===== config.mk =====
export PLATFORM = sky130hd
export DESIGN_NAME = sweb_switch_block
export DESIGN_NICKNAME = d
export VERILOG_FILES = /design/src/sweb_pkg.sv /design/src/sweb_switch_block.sv
export VERILOG_INCLUDE_DIRS = /design/src /design/src/src
export SDC_FILE = /design/constraint.sdc
export NUM_CORES = 2
export LEC_CHECK = 0
export ABC_AREA = 0
export BUFFER_PORTS_ARGS = -buffer_cell sky130_fd_sc_hd__buf_4
export CAP_MARGIN = 10
export CORE_UTILIZATION = 42
export CTS_CLUSTER_DIAMETER = 40
export CTS_CLUSTER_SIZE = 10
export DETAILED_ROUTE_END_ITERATION = 12
export PLACE_DENSITY = 0.58
export SYNTH_ARGS = -nofsm -noshare
export SYNTH_HDL_FRONTEND = slang
export SYNTH_SLANG_ARGS = --single-unit

===== constraint.sdc =====
create_clock -name clk_i -period 98.1 [get_ports clk_i]
set_input_delay 9.81 -clock clk_i [delete_from_list [all_inputs] [get_ports clk_i]]
set_output_delay 9.81 -clock clk_i [all_outputs]
set_load 0.01 [all_outputs]

===== src/sweb_params.svh =====
`ifndef SWEB_PARAMS_SVH
`define SWEB_PARAMS_SVH
// Register offsets (word index on the plain port)
`define SWEB_ADDR_CMD      4'h0
`define SWEB_ADDR_STATE    4'h1
`define SWEB_ADDR_CFG      4'h2
`define SWEB_ADDR_IRQ_STAT 4'h3
`define SWEB_ADDR_IRQ_MASK 4'h4
`define SWEB_ADDR_EVT      4'h5
`define SWEB_ADDR_TIME     4'h6
`define SWEB_ADDR_NAME     4'h7
`define SWEB_ADDR_NAME_IDX 4'h8
// Switch count and name size
`define SWEB_NUM_SW        5
`define SWEB_NAME_LEN      32
// Event numbering and event word field positions
`define SWEB_SW_FIRST      3'h1
`define SWEB_EVT_SW_LSB    0
`define SWEB_EVT_ON_BIT    4
`define SWEB_EVT_VALID_BIT 8
// Config field positions and reset values
`define SWEB_CFG_LVL_LSB   0
`define SWEB_CFG_SEL_LSB   2
`define SWEB_CFG_RESET     32'h0000_000E
// Default name characters
`define SWEB_CHAR_S        8'h53
`define SWEB_CHAR_0        8'h30
// Interrupt bit positions
`define SWEB_IRQ_EVT       0
`define SWEB_IRQ_REJ       1
`define SWEB_IRQ_OVF       2
`endif


===== src/sweb_pkg.sv =====
package sweb_pkg;
  // Access levels, lowest first
  typedef enum logic [1:0] {
    SWEB_LVL_USER = 2'h0,
    SWEB_LVL_OPER = 2'h1,
    SWEB_LVL_CONF = 2'h2,
    SWEB_LVL_SUPER = 2'h3
  } sweb_level_type;
  // Which event kinds are stored
  typedef enum logic [1:0] {
    SWEB_SEL_NONE = 2'h0,
    SWEB_SEL_ON = 2'h1,
    SWEB_SEL_OFF = 2'h2,
    SWEB_SEL_BOTH = 2'h3
  } sweb_select_type;
endpackage


===== src/sweb_switch_block.sv =====
`timescale 1ns/1ps
`include "sweb_params.svh"
// Summary of operation
// RULE1 - Each switch output holds its last commanded state until the opposite command.
// RULE2 - Only the local mimic and remote terminal unit ports command switches.
// RULE3 - No digital input or logic signal can change a switch output.
// RULE4 - Five independent switches, each with own output, commands and events.
// RULE5 - Each output change raises an event with switch number and new state; of two changes in one cycle only the lower switch raises one.
// RULE6 - Selection stores ON, OFF or both event kinds; others are dropped.
// RULE7 - Each stored event carries the time stamp of its status change.
// RULE8 - Mimic commands below the configured access level are rejected.
// RULE9 - Each switch has a 32-character name, default label Switch number; reset loads S and the number digit.
// RULE10 - Commanding the state already held changes nothing and raises no event.
module sweb_switch_block
  import sweb_pkg::*;
(
  // Clock and reset
  input wire logic clk_i,
  input wire logic rst_i,
  // Local mimic command (same clock domain)
  input wire logic mimic_valid_i,
  input wire logic [2:0] mimic_sw_i,
  input wire logic mimic_on_i,
  input wire logic [1:0] mimic_level_i,
  // Remote terminal unit command (same clock domain)
  input wire logic rtu_valid_i,
  input wire logic [2:0] rtu_sw_i,
  input wire logic rtu_on_i,
  // Register port
  input wire logic [3:0] reg_addr_i,
  input wire logic [31:0] reg_wdata_i,
  input wire logic reg_wr_i,
  input wire logic reg_rd_i,
  output logic [31:0] reg_rdata_o,
  // Switch outputs and event stream
  output logic [`SWEB_NUM_SW-1:0] switch_o,
  output logic evt_valid_o,
  output logic [2:0] evt_sw_o,
  output logic evt_on_o,
  output logic [31:0] evt_time_o,
  output logic irq_o
);

  logic [31:0] cfg;
  logic [`SWEB_NUM_SW-1:0] sw_state;
  logic [31:0] time_cnt;
  logic [2:0] irq_stat;
  logic [2:0] irq_mask;
  logic [31:0] evt_word;
  logic [31:0] evt_stamp;
  logic evt_full;
  logic [7:0] name_idx;
  logic [7:0] name_mem [`SWEB_NUM_SW*`SWEB_NAME_LEN];
  sweb_level_type need_lvl;
  sweb_select_type sel;
  logic mimic_ok;
  logic mimic_rej;
  logic [`SWEB_NUM_SW-1:0] set_on;
  logic [`SWEB_NUM_SW-1:0] set_off;
  logic [`SWEB_NUM_SW-1:0] chg;
  logic [`SWEB_NUM_SW-1:0] next_state;
  logic store;
  logic [2:0] store_sw;
  logic store_on;
  logic rd_evt;
  logic wr_cfg;
  logic wr_mask;
  logic wr_idx;
  logic wr_name;
  logic wr_stat;
  logic name_hit;
  logic evt_lost;
  logic [2:0] store_num;

  assign need_lvl = sweb_level_type'(cfg[`SWEB_CFG_LVL_LSB +: 2]);
  assign sel = sweb_select_type'(cfg[`SWEB_CFG_SEL_LSB +: 2]);
  assign rd_evt = reg_rd_i && (reg_addr_i == `SWEB_ADDR_EVT);
  // Write decodes; the command offset matches none, so only the ports command
  assign wr_cfg = reg_wr_i && (reg_addr_i == `SWEB_ADDR_CFG);
  assign wr_mask = reg_wr_i && (reg_addr_i == `SWEB_ADDR_IRQ_MASK);
  assign wr_idx = reg_wr_i && (reg_addr_i == `SWEB_ADDR_NAME_IDX);
  assign wr_name = reg_wr_i && (reg_addr_i == `SWEB_ADDR_NAME); // RULE9
  assign wr_stat = reg_wr_i && (reg_addr_i == `SWEB_ADDR_IRQ_STAT);
  // Pointer beyond the last name byte reads zero and writes nowhere
  assign name_hit = name_idx < 8'(`SWEB_NUM_SW * `SWEB_NAME_LEN);
  // Switch numbers count from one on the event side
  assign store_num = store_sw + `SWEB_SW_FIRST; // RULE5
  // Stored event replaced before software read it
  assign evt_lost = store && evt_full && !rd_evt;

  // Mimic gated by operator level
  assign mimic_ok = mimic_valid_i && (mimic_level_i >= need_lvl); // RULE8
  assign mimic_rej = mimic_valid_i && !mimic_ok; // RULE8

  // Per-switch command decode; RTU first, then mimic, first source wins
  genvar g;
  generate
    for (g = 0; g < `SWEB_NUM_SW; g++) begin : gen_sw // RULE4
      always_comb begin
        set_on[g] = 1'b0;
        set_off[g] = 1'b0;
        // Only these two sources exist; no other input reaches here
        if (rtu_valid_i && rtu_sw_i == 3'(g)) begin // RULE2 RULE3
          set_on[g] = rtu_on_i;
          set_off[g] = !rtu_on_i;
        end else if (mimic_ok && mimic_sw_i == 3'(g)) begin // RULE2
          set_on[g] = mimic_on_i;
          set_off[g] = !mimic_on_i;
        end
        next_state[g] = set_on[g] ? 1'b1 : (set_off[g] ? 1'b0 : sw_state[g]); // RULE1
        chg[g] = next_state[g] != sw_state[g]; // RULE10
      end
    end
  endgenerate

  // Switch latches
  // Reset opens every switch; no commanded state survives a reset
  always_ff @(posedge clk_i or posedge rst_i) begin
    if (rst_i) begin
      sw_state <= '0;
    end else begin
      sw_state <= next_state; // RULE1
    end
  end

  // Free-running time base for stamps
  // Wraps after 2^32 cycles; software must unwrap very long gaps
  always_ff @(posedge clk_i or posedge rst_i) begin
    if (rst_i) begin
      time_cnt <= 32'h0;
    end else begin
      time_cnt <= time_cnt + 32'h1;
    end
  end

  // Pick the lowest changed switch; commands hit one switch per source
  // Lowest index wins so the choice never depends on timing
  always_comb begin
    store = 1'b0;
    store_sw = 3'h0;
    store_on = 1'b0;
    for (int i = `SWEB_NUM_SW - 1; i >= 0; i--) begin
      if (chg[i]) begin
        store_sw = 3'(i);
        store_on = next_state[i];
      end
    end
    if (|chg) begin
      store = store_on ? sel[0] : sel[1]; // RULE6
    end
  end

  // Second simultaneous change is rare (two sources, one cycle); it is lost
  // Event stream to the main buffer, one cycle pulse
  always_ff @(posedge clk_i or posedge rst_i) begin
    if (rst_i) begin
      evt_valid_o <= 1'b0;
      evt_sw_o <= 3'h0;
      evt_on_o <= 1'b0;
      evt_time_o <= 32'h0;
    end else begin
      evt_valid_o <= store; // RULE5 RULE6
      if (store) begin
        evt_sw_o <= store_num; // RULE5
        evt_on_o <= store_on;
        evt_time_o <= time_cnt; // RULE7
      end
    end
  end

  // Last event holding register for software
  always_ff @(posedge clk_i or posedge rst_i) begin
    if (rst_i) begin
      evt_word <= 32'h0;
      evt_stamp <= 32'h0;
      evt_full <= 1'b0;
    end else begin
      if (store) begin
        evt_word <= 32'h0;
        evt_word[`SWEB_EVT_VALID_BIT] <= 1'b1;
        evt_word[`SWEB_EVT_ON_BIT] <= store_on;
        evt_word[`SWEB_EVT_SW_LSB +: 3] <= store_num; // RULE5
        evt_stamp <= time_cnt; // RULE7
        evt_full <= 1'b1;
      end else if (rd_evt) begin
        evt_full <= 1'b0;
      end
    end
  end

  // Configuration and name pointer
  always_ff @(posedge clk_i or posedge rst_i) begin
    if (rst_i) begin
      cfg <= `SWEB_CFG_RESET; // RULE8
      irq_mask <= 3'h0;
      name_idx <= 8'h0;
    end else if (reg_wr_i) begin
      if (wr_cfg) begin
        cfg <= {28'h0, reg_wdata_i[3:0]};
      end
      if (wr_mask) begin
        irq_mask <= reg_wdata_i[2:0];
      end
      if (wr_idx) begin
        name_idx <= reg_wdata_i[7:0];
      end
    end
  end

  // Name storage; reset loads the Sn default, S then the switch number digit
  always_ff @(posedge clk_i or posedge rst_i) begin
    if (rst_i) begin
      for (int i = 0; i < `SWEB_NUM_SW * `SWEB_NAME_LEN; i++) begin
        name_mem[i] <= 8'h00;
      end
      for (int s = 0; s < `SWEB_NUM_SW; s++) begin
        name_mem[s*`SWEB_NAME_LEN] <= `SWEB_CHAR_S; // RULE9
        name_mem[s*`SWEB_NAME_LEN+1] <= `SWEB_CHAR_0 + 8'(s + 1); // RULE9
      end
    end else if (wr_name && name_hit) begin
      name_mem[name_idx] <= reg_wdata_i[7:0]; // RULE9
    end
  end

  // Event-stored flag; set wins over write-one-to-clear so no event is missed
  always_ff @(posedge clk_i or posedge rst_i) begin
    if (rst_i) begin
      irq_stat[`SWEB_IRQ_EVT] <= 1'b0;
    end else if (store) begin
      irq_stat[`SWEB_IRQ_EVT] <= 1'b1; // RULE5
    end else if (wr_stat && reg_wdata_i[`SWEB_IRQ_EVT]) begin
      irq_stat[`SWEB_IRQ_EVT] <= 1'b0;
    end
  end

  // Rejected-mimic flag; set wins over write-one-to-clear
  always_ff @(posedge clk_i or posedge rst_i) begin
    if (rst_i) begin
      irq_stat[`SWEB_IRQ_REJ] <= 1'b0;
    end else if (mimic_rej) begin
      irq_stat[`SWEB_IRQ_REJ] <= 1'b1; // RULE8
    end else if (wr_stat && reg_wdata_i[`SWEB_IRQ_REJ]) begin
      irq_stat[`SWEB_IRQ_REJ] <= 1'b0;
    end
  end

  // Overwrite flag; the holding register keeps only the newest event
  always_ff @(posedge clk_i or posedge rst_i) begin
    if (rst_i) begin
      irq_stat[`SWEB_IRQ_OVF] <= 1'b0;
    end else if (evt_lost) begin
      irq_stat[`SWEB_IRQ_OVF] <= 1'b1;
    end else if (wr_stat && reg_wdata_i[`SWEB_IRQ_OVF]) begin
      irq_stat[`SWEB_IRQ_OVF] <= 1'b0;
    end
  end

  // Interrupt level registered so the pin never glitches
  always_ff @(posedge clk_i or posedge rst_i) begin
    if (rst_i) begin
      irq_o <= 1'b0;
    end else begin
      irq_o <= |(irq_stat & irq_mask);
    end
  end

  // Switch outputs mirror the latches from flip-flops of their own
  always_ff @(posedge clk_i or posedge rst_i) begin
    if (rst_i) begin
      switch_o <= '0;
    end else begin
      switch_o <= next_state; // RULE1
    end
  end

  // Read data, valid the cycle after the strobe only
  always_ff @(posedge clk_i or posedge rst_i) begin
    if (rst_i) begin
      reg_rdata_o <= 32'h0;
    end else if (reg_rd_i) begin
      unique case (reg_addr_i)
        `SWEB_ADDR_STATE: reg_rdata_o <= {27'h0, sw_state};
        `SWEB_ADDR_CFG: reg_rdata_o <= cfg;
        `SWEB_ADDR_IRQ_STAT: reg_rdata_o <= {29'h0, irq_stat};
        `SWEB_ADDR_IRQ_MASK: reg_rdata_o <= {29'h0, irq_mask};
        `SWEB_ADDR_EVT: reg_rdata_o <= evt_full ? evt_word : 32'h0;
        `SWEB_ADDR_TIME: reg_rdata_o <= evt_stamp;
        `SWEB_ADDR_NAME: reg_rdata_o <= name_hit ? {24'h0, name_mem[name_idx]} : 32'h0;
        `SWEB_ADDR_NAME_IDX: reg_rdata_o <= {24'h0, name_idx};
        default: reg_rdata_o <= 32'h0;
      endcase
    end else begin
      reg_rdata_o <= 32'h0;
    end
  end

  // Command offset is write-only and inert; switches move only from the ports
endmodule // sweb_switch_block


==> key figures <==
Outcome
  – Outcome: finished, final reports clean

Clock network
  – Clk_lat worst skew: between 0.8 and 0.9 ns
  – Max clock buf depth: 3
  – Post_cts resized: 0
  – H-tree depth: 4
  – CTS hold repair buffers: 0
  – Setup Fix Bufs, Post-CTS: 0
  – Sink Count: approximately 1400
  – CTS Root Cell: clkbuf_16
  – TritonCTS Buffers: 200
  – Clk slew on worst S/H paths: about 0.060 ns
  – CTS tree: done

Place
  – Post-Place Worst Slack: roughly 84 ns
  – Port buffer count: roughly 100
  – RD Place Congestion: around 0.83
  – Dpl hpwl: approximately 100000 um

Floorplanning
  – Num rows: 142
  – Die Span Y: between 300 and 400 um
  – Core Area: 150000 um^2
  – IO Pins: around 130
  – Die Width: slightly below 400 um
  – Die area: 154000 um^2
  – Starting density of the core: 0.425

Setup path
  – Critical path buffers and inverters: 6
  – CP Capture Type: async pin
  – Crit start category: primary input
  – CP Max Fanout: 119
  – CP peak stage delay: 0.96 ns
  – Most common cell on crit path: buf_4
  – Crit-path slowest cell: buf_4
  – Crit-path leading delay family: buffers and inverters
  – Setup CP Type: in2async
  – Worst path arrival time: approximately 14 ns
  – Worst endpoint required time: around 100 ns
  – Critical path, cell by cell: buf_4 -> inv_8 -> buf_4 -> buf_4 -> buf_4 -> buf_4

STA
  – Final Slew Violations: 0
  – RSZ-0062 raised after global routing: false
  – Peak Freq: approximately 75 MHz
  – Final WS setup: approximately 85 ns
  – Tcrit/Tclk final: 0.136
  – Clock Skew: 0.0325 ns
  – Fin Setup TNS: 0 ns
  – Rel. slew slack: 0.155
  – Fin. Hold Viols: 0
  – Measured slew at the worst slew-check pin: roughly 1.3 ns
  – Setup-failing EPs final: 0
  – Final worst path period need: 13.30 ns

Yosys
  – Number of synthesized flops with an enable pin: 0
  – Syn Inst Count: just over 4000
  – Ys Warns: 0
  – Seq/Total Area, Yosys: 0.551
  – Leading area contributor after synthesis: dfrtp_1
  – Avg Cell Area, Syn: about 16 um^2
  – Unique masters post-synth: 72
  – Seq cells post-synth: ~1400
  – Post-synthesis net count: 4084
  – Top cells by area, synth: dfrtp_1, mux2_2, mux4_2, dfstp_2, clkbuf_1
  – Commonest register cell after synthesis: dfrtp_1
  – Post-synthesis cell area: around 64000 um^2
  – Top-area cell type share of the netlist area: 0.535
  – Ys async rst share: 1.00

Job
  – Max Cap Viol: 0

Global route
  – First-pass GRT wire length: between 200000 and 300000 um
  – Largest net degree at the start of global routing: 120
  – Initial antenna violation count: 2
  – Remaining Overflow, GRT: 0
  – GR Util All Layers: 0.223
  – Vias in the first global route: ~37000

Route
  – Routed length per placed instance: 26.6 um
  – WL final: approximately 170000 um
  – Initial DRC count: around 2300
  – Via density: about 5.7
  – Via count: around 36000
  – Antenna viol nets, final: 0
  – # DRC: 0
  – Drt pass-1 iters: 5

Cells and area
  – Area grow syn2layout: 15.1%
  – Inserted Diodes: 0
  – Fin util: 0.490
  – Share of layout cells above drive strength 1: 0.545
  – Nets: approximately 4200

Power and ir drop
  – VDD IR-drop max: between 15 and 20 uV
  – Static Leak: 35.1 nW
  – Tot Pwr: 1.51 mW
  – Power density cells: ~21 nW/um^2

Hold path
  – Hold Crit Class: reg2reg
[layout make-up]
type                    count  area (um^2)
flip-flops and latches   1407        35300
well taps                2016         2520
clock inverters            90         1300
fillers                 12800        76800
repair buffers            164         1310
multi-input cells        2309        27500
inverters                  17         71.3
clock buffers             273         5690
[worst register-to-register path: stages (launching register included)]
cell,delay (ns)
dfrtp_4,0.94
buf_4,0.74
buf_4,0.74
buf_4,0.70
mux4_2,0.42
mux2i_1,0.33
nor3_1,0.11
a2111oi_0,0.72
a41oi_1,0.57
[per-stage QoR]
step / hold slack [ns] / instances / area, um^2
after floorplan: 0.434 / 4027 / 64000
after global placement: 0.448 / 5913 / 66700
after detailed placement: 0.456 / 5913 / 66700
after CTS: 0.469 / 6276 / 73700
after global routing: 0.508 / 6276 / 73700
final: 0.463 / 6276 / 73700
[cell families (layout without fill, tap and decap cells)]
kind of cell | Yosys count | after routing | share of synthesized area
compound gates | 107 | 107 | 0.0120
xor+xnor | 31 | 31 | 0.00424
fa+ha+maj | 6 | 6 | 0.00113
buf+inv | 311 | 544 | 0.0205
flops | 1407 | 1407 | 0.551
mux | 1756 | 1756 | 0.380
simple gates | 409 | 409 | 0.0313
[synth_stat cells, types with 4 or more instances]
library cell  instances
dfrtp_1            1367
mux2_2             1299
mux4_2              394
clkbuf_1            201
nand2_1             153
nor2_1               83
buf_2                48
dfstp_2              40
mux2_4               35
and3_1               34
nand3_1              29
buf_1                27
mux2i_1              27
xnor2_1              24
a22oi_1              22
nor3_1               18
inv_1                17
a21oi_1              16
o21ai_0              16
buf_4                14
nor2_2               14
nand2b_1             13
nand2_2              10
nor2b_1               9
xor2_1                7
a211oi_1              6
a31oi_1               6
nand3b_1              6
ha_1                  5
nand4_1               5
nor4_1                5
o22ai_1               5
a32oi_1               4
buf_6                 4
[path summary, 6_finish.rpt]
kind                                          from  slack [ns]                         to  cells after the start
min in group asynchronous                    rst_i        9.14     time_cnt[27]$_DFF_PP0_                      2
max in group clk_i                mimic_level_i[0]       85.20  evt_stamp[19]$_DFFE_PP0P_                     15
hold reg to reg            evt_word[8]$_DFFE_PP0P_        0.46    evt_word[8]$_DFFE_PP0P_                      1
setup / recovery                             rst_i       84.80  name_mem[148]$_DFFE_PP0P_                      6
setup reg to reg           name_idx[1]$_DFFE_PP0P_       92.49   reg_rdata_o[2]$_DFF_PP0_                      8
hold / removal             evt_word[8]$_DFFE_PP0P_        0.46    evt_word[8]$_DFFE_PP0P_                      1
[cells in the final DEF (no fill, tap or decap), types with 7 or more instances in the layout]
master | Yosys | layout
dfrtp_1 | 1367 | 1362
mux2_2 | 1299 | 1299
mux4_2 | 394 | 394
clkbuf_16 | 0 | 203
nand2_1 | 153 | 153
buf_4 | 14 | 152
nor2_1 | 83 | 78
dfstp_2 | 40 | 40
mux2_4 | 35 | 35
clkbuf_1 | 201 | 35
clkbuf_8 | 0 | 35
and3_1 | 34 | 34
clkinv_2 | 0 | 30
bufinv_16 | 0 | 29
nand3_1 | 29 | 28
mux2i_1 | 27 | 27
xnor2_1 | 24 | 24
a22oi_1 | 22 | 22
o21ai_0 | 16 | 16
inv_1 | 17 | 16
a21oi_1 | 16 | 16
nor2_2 | 14 | 15
clkinvlp_4 | 0 | 14
nand2b_1 | 13 | 13
nor3_1 | 18 | 12
inv_6 | 0 | 11
nand2_2 | 10 | 10
nor2b_1 | 9 | 8
nor3_2 | 2 | 8
buf_6 | 4 | 8
nor2_4 | 3 | 7
xor2_1 | 7 | 7
[flip-flops by register name, indices dropped and copies added, names as in the netlist]
register and cells:
cfg 4, evt_full 1, evt_stamp 32, evt_sw_o 2, evt_valid_o 1, evt_word 3
irq_mask 3, irq_o 1, irq_stat 3, name_idx 8, name_mem 1280, reg_rdata_o 32
switch_o 5, time_cnt 32
[routing by layer]
| metal | GRT usage | wire length (um) | vias up |
|---|---|---|---|
| met3 | 0.0389 | 7840 | 231 |
| met4 | 0.0621 | 4060 | 0 |
| met1 | 0.325 | 77300 | 19500 |
| li1 | - | - | 15300 |
| met5 | 0 | 0 | - |
| met2 | 0.342 | 77800 | 813 |
[report_power, final]
part           total (mW)  leakage, nW  switching [mW]  internal [mW]
logic               0.152         12.3          0.0917         0.0600
registers           0.611         19.4          0.0176          0.593
clock network       0.748         3.41           0.268          0.481
total                1.51         35.1           0.377           1.13
Power figures use the tool's default switching activity.
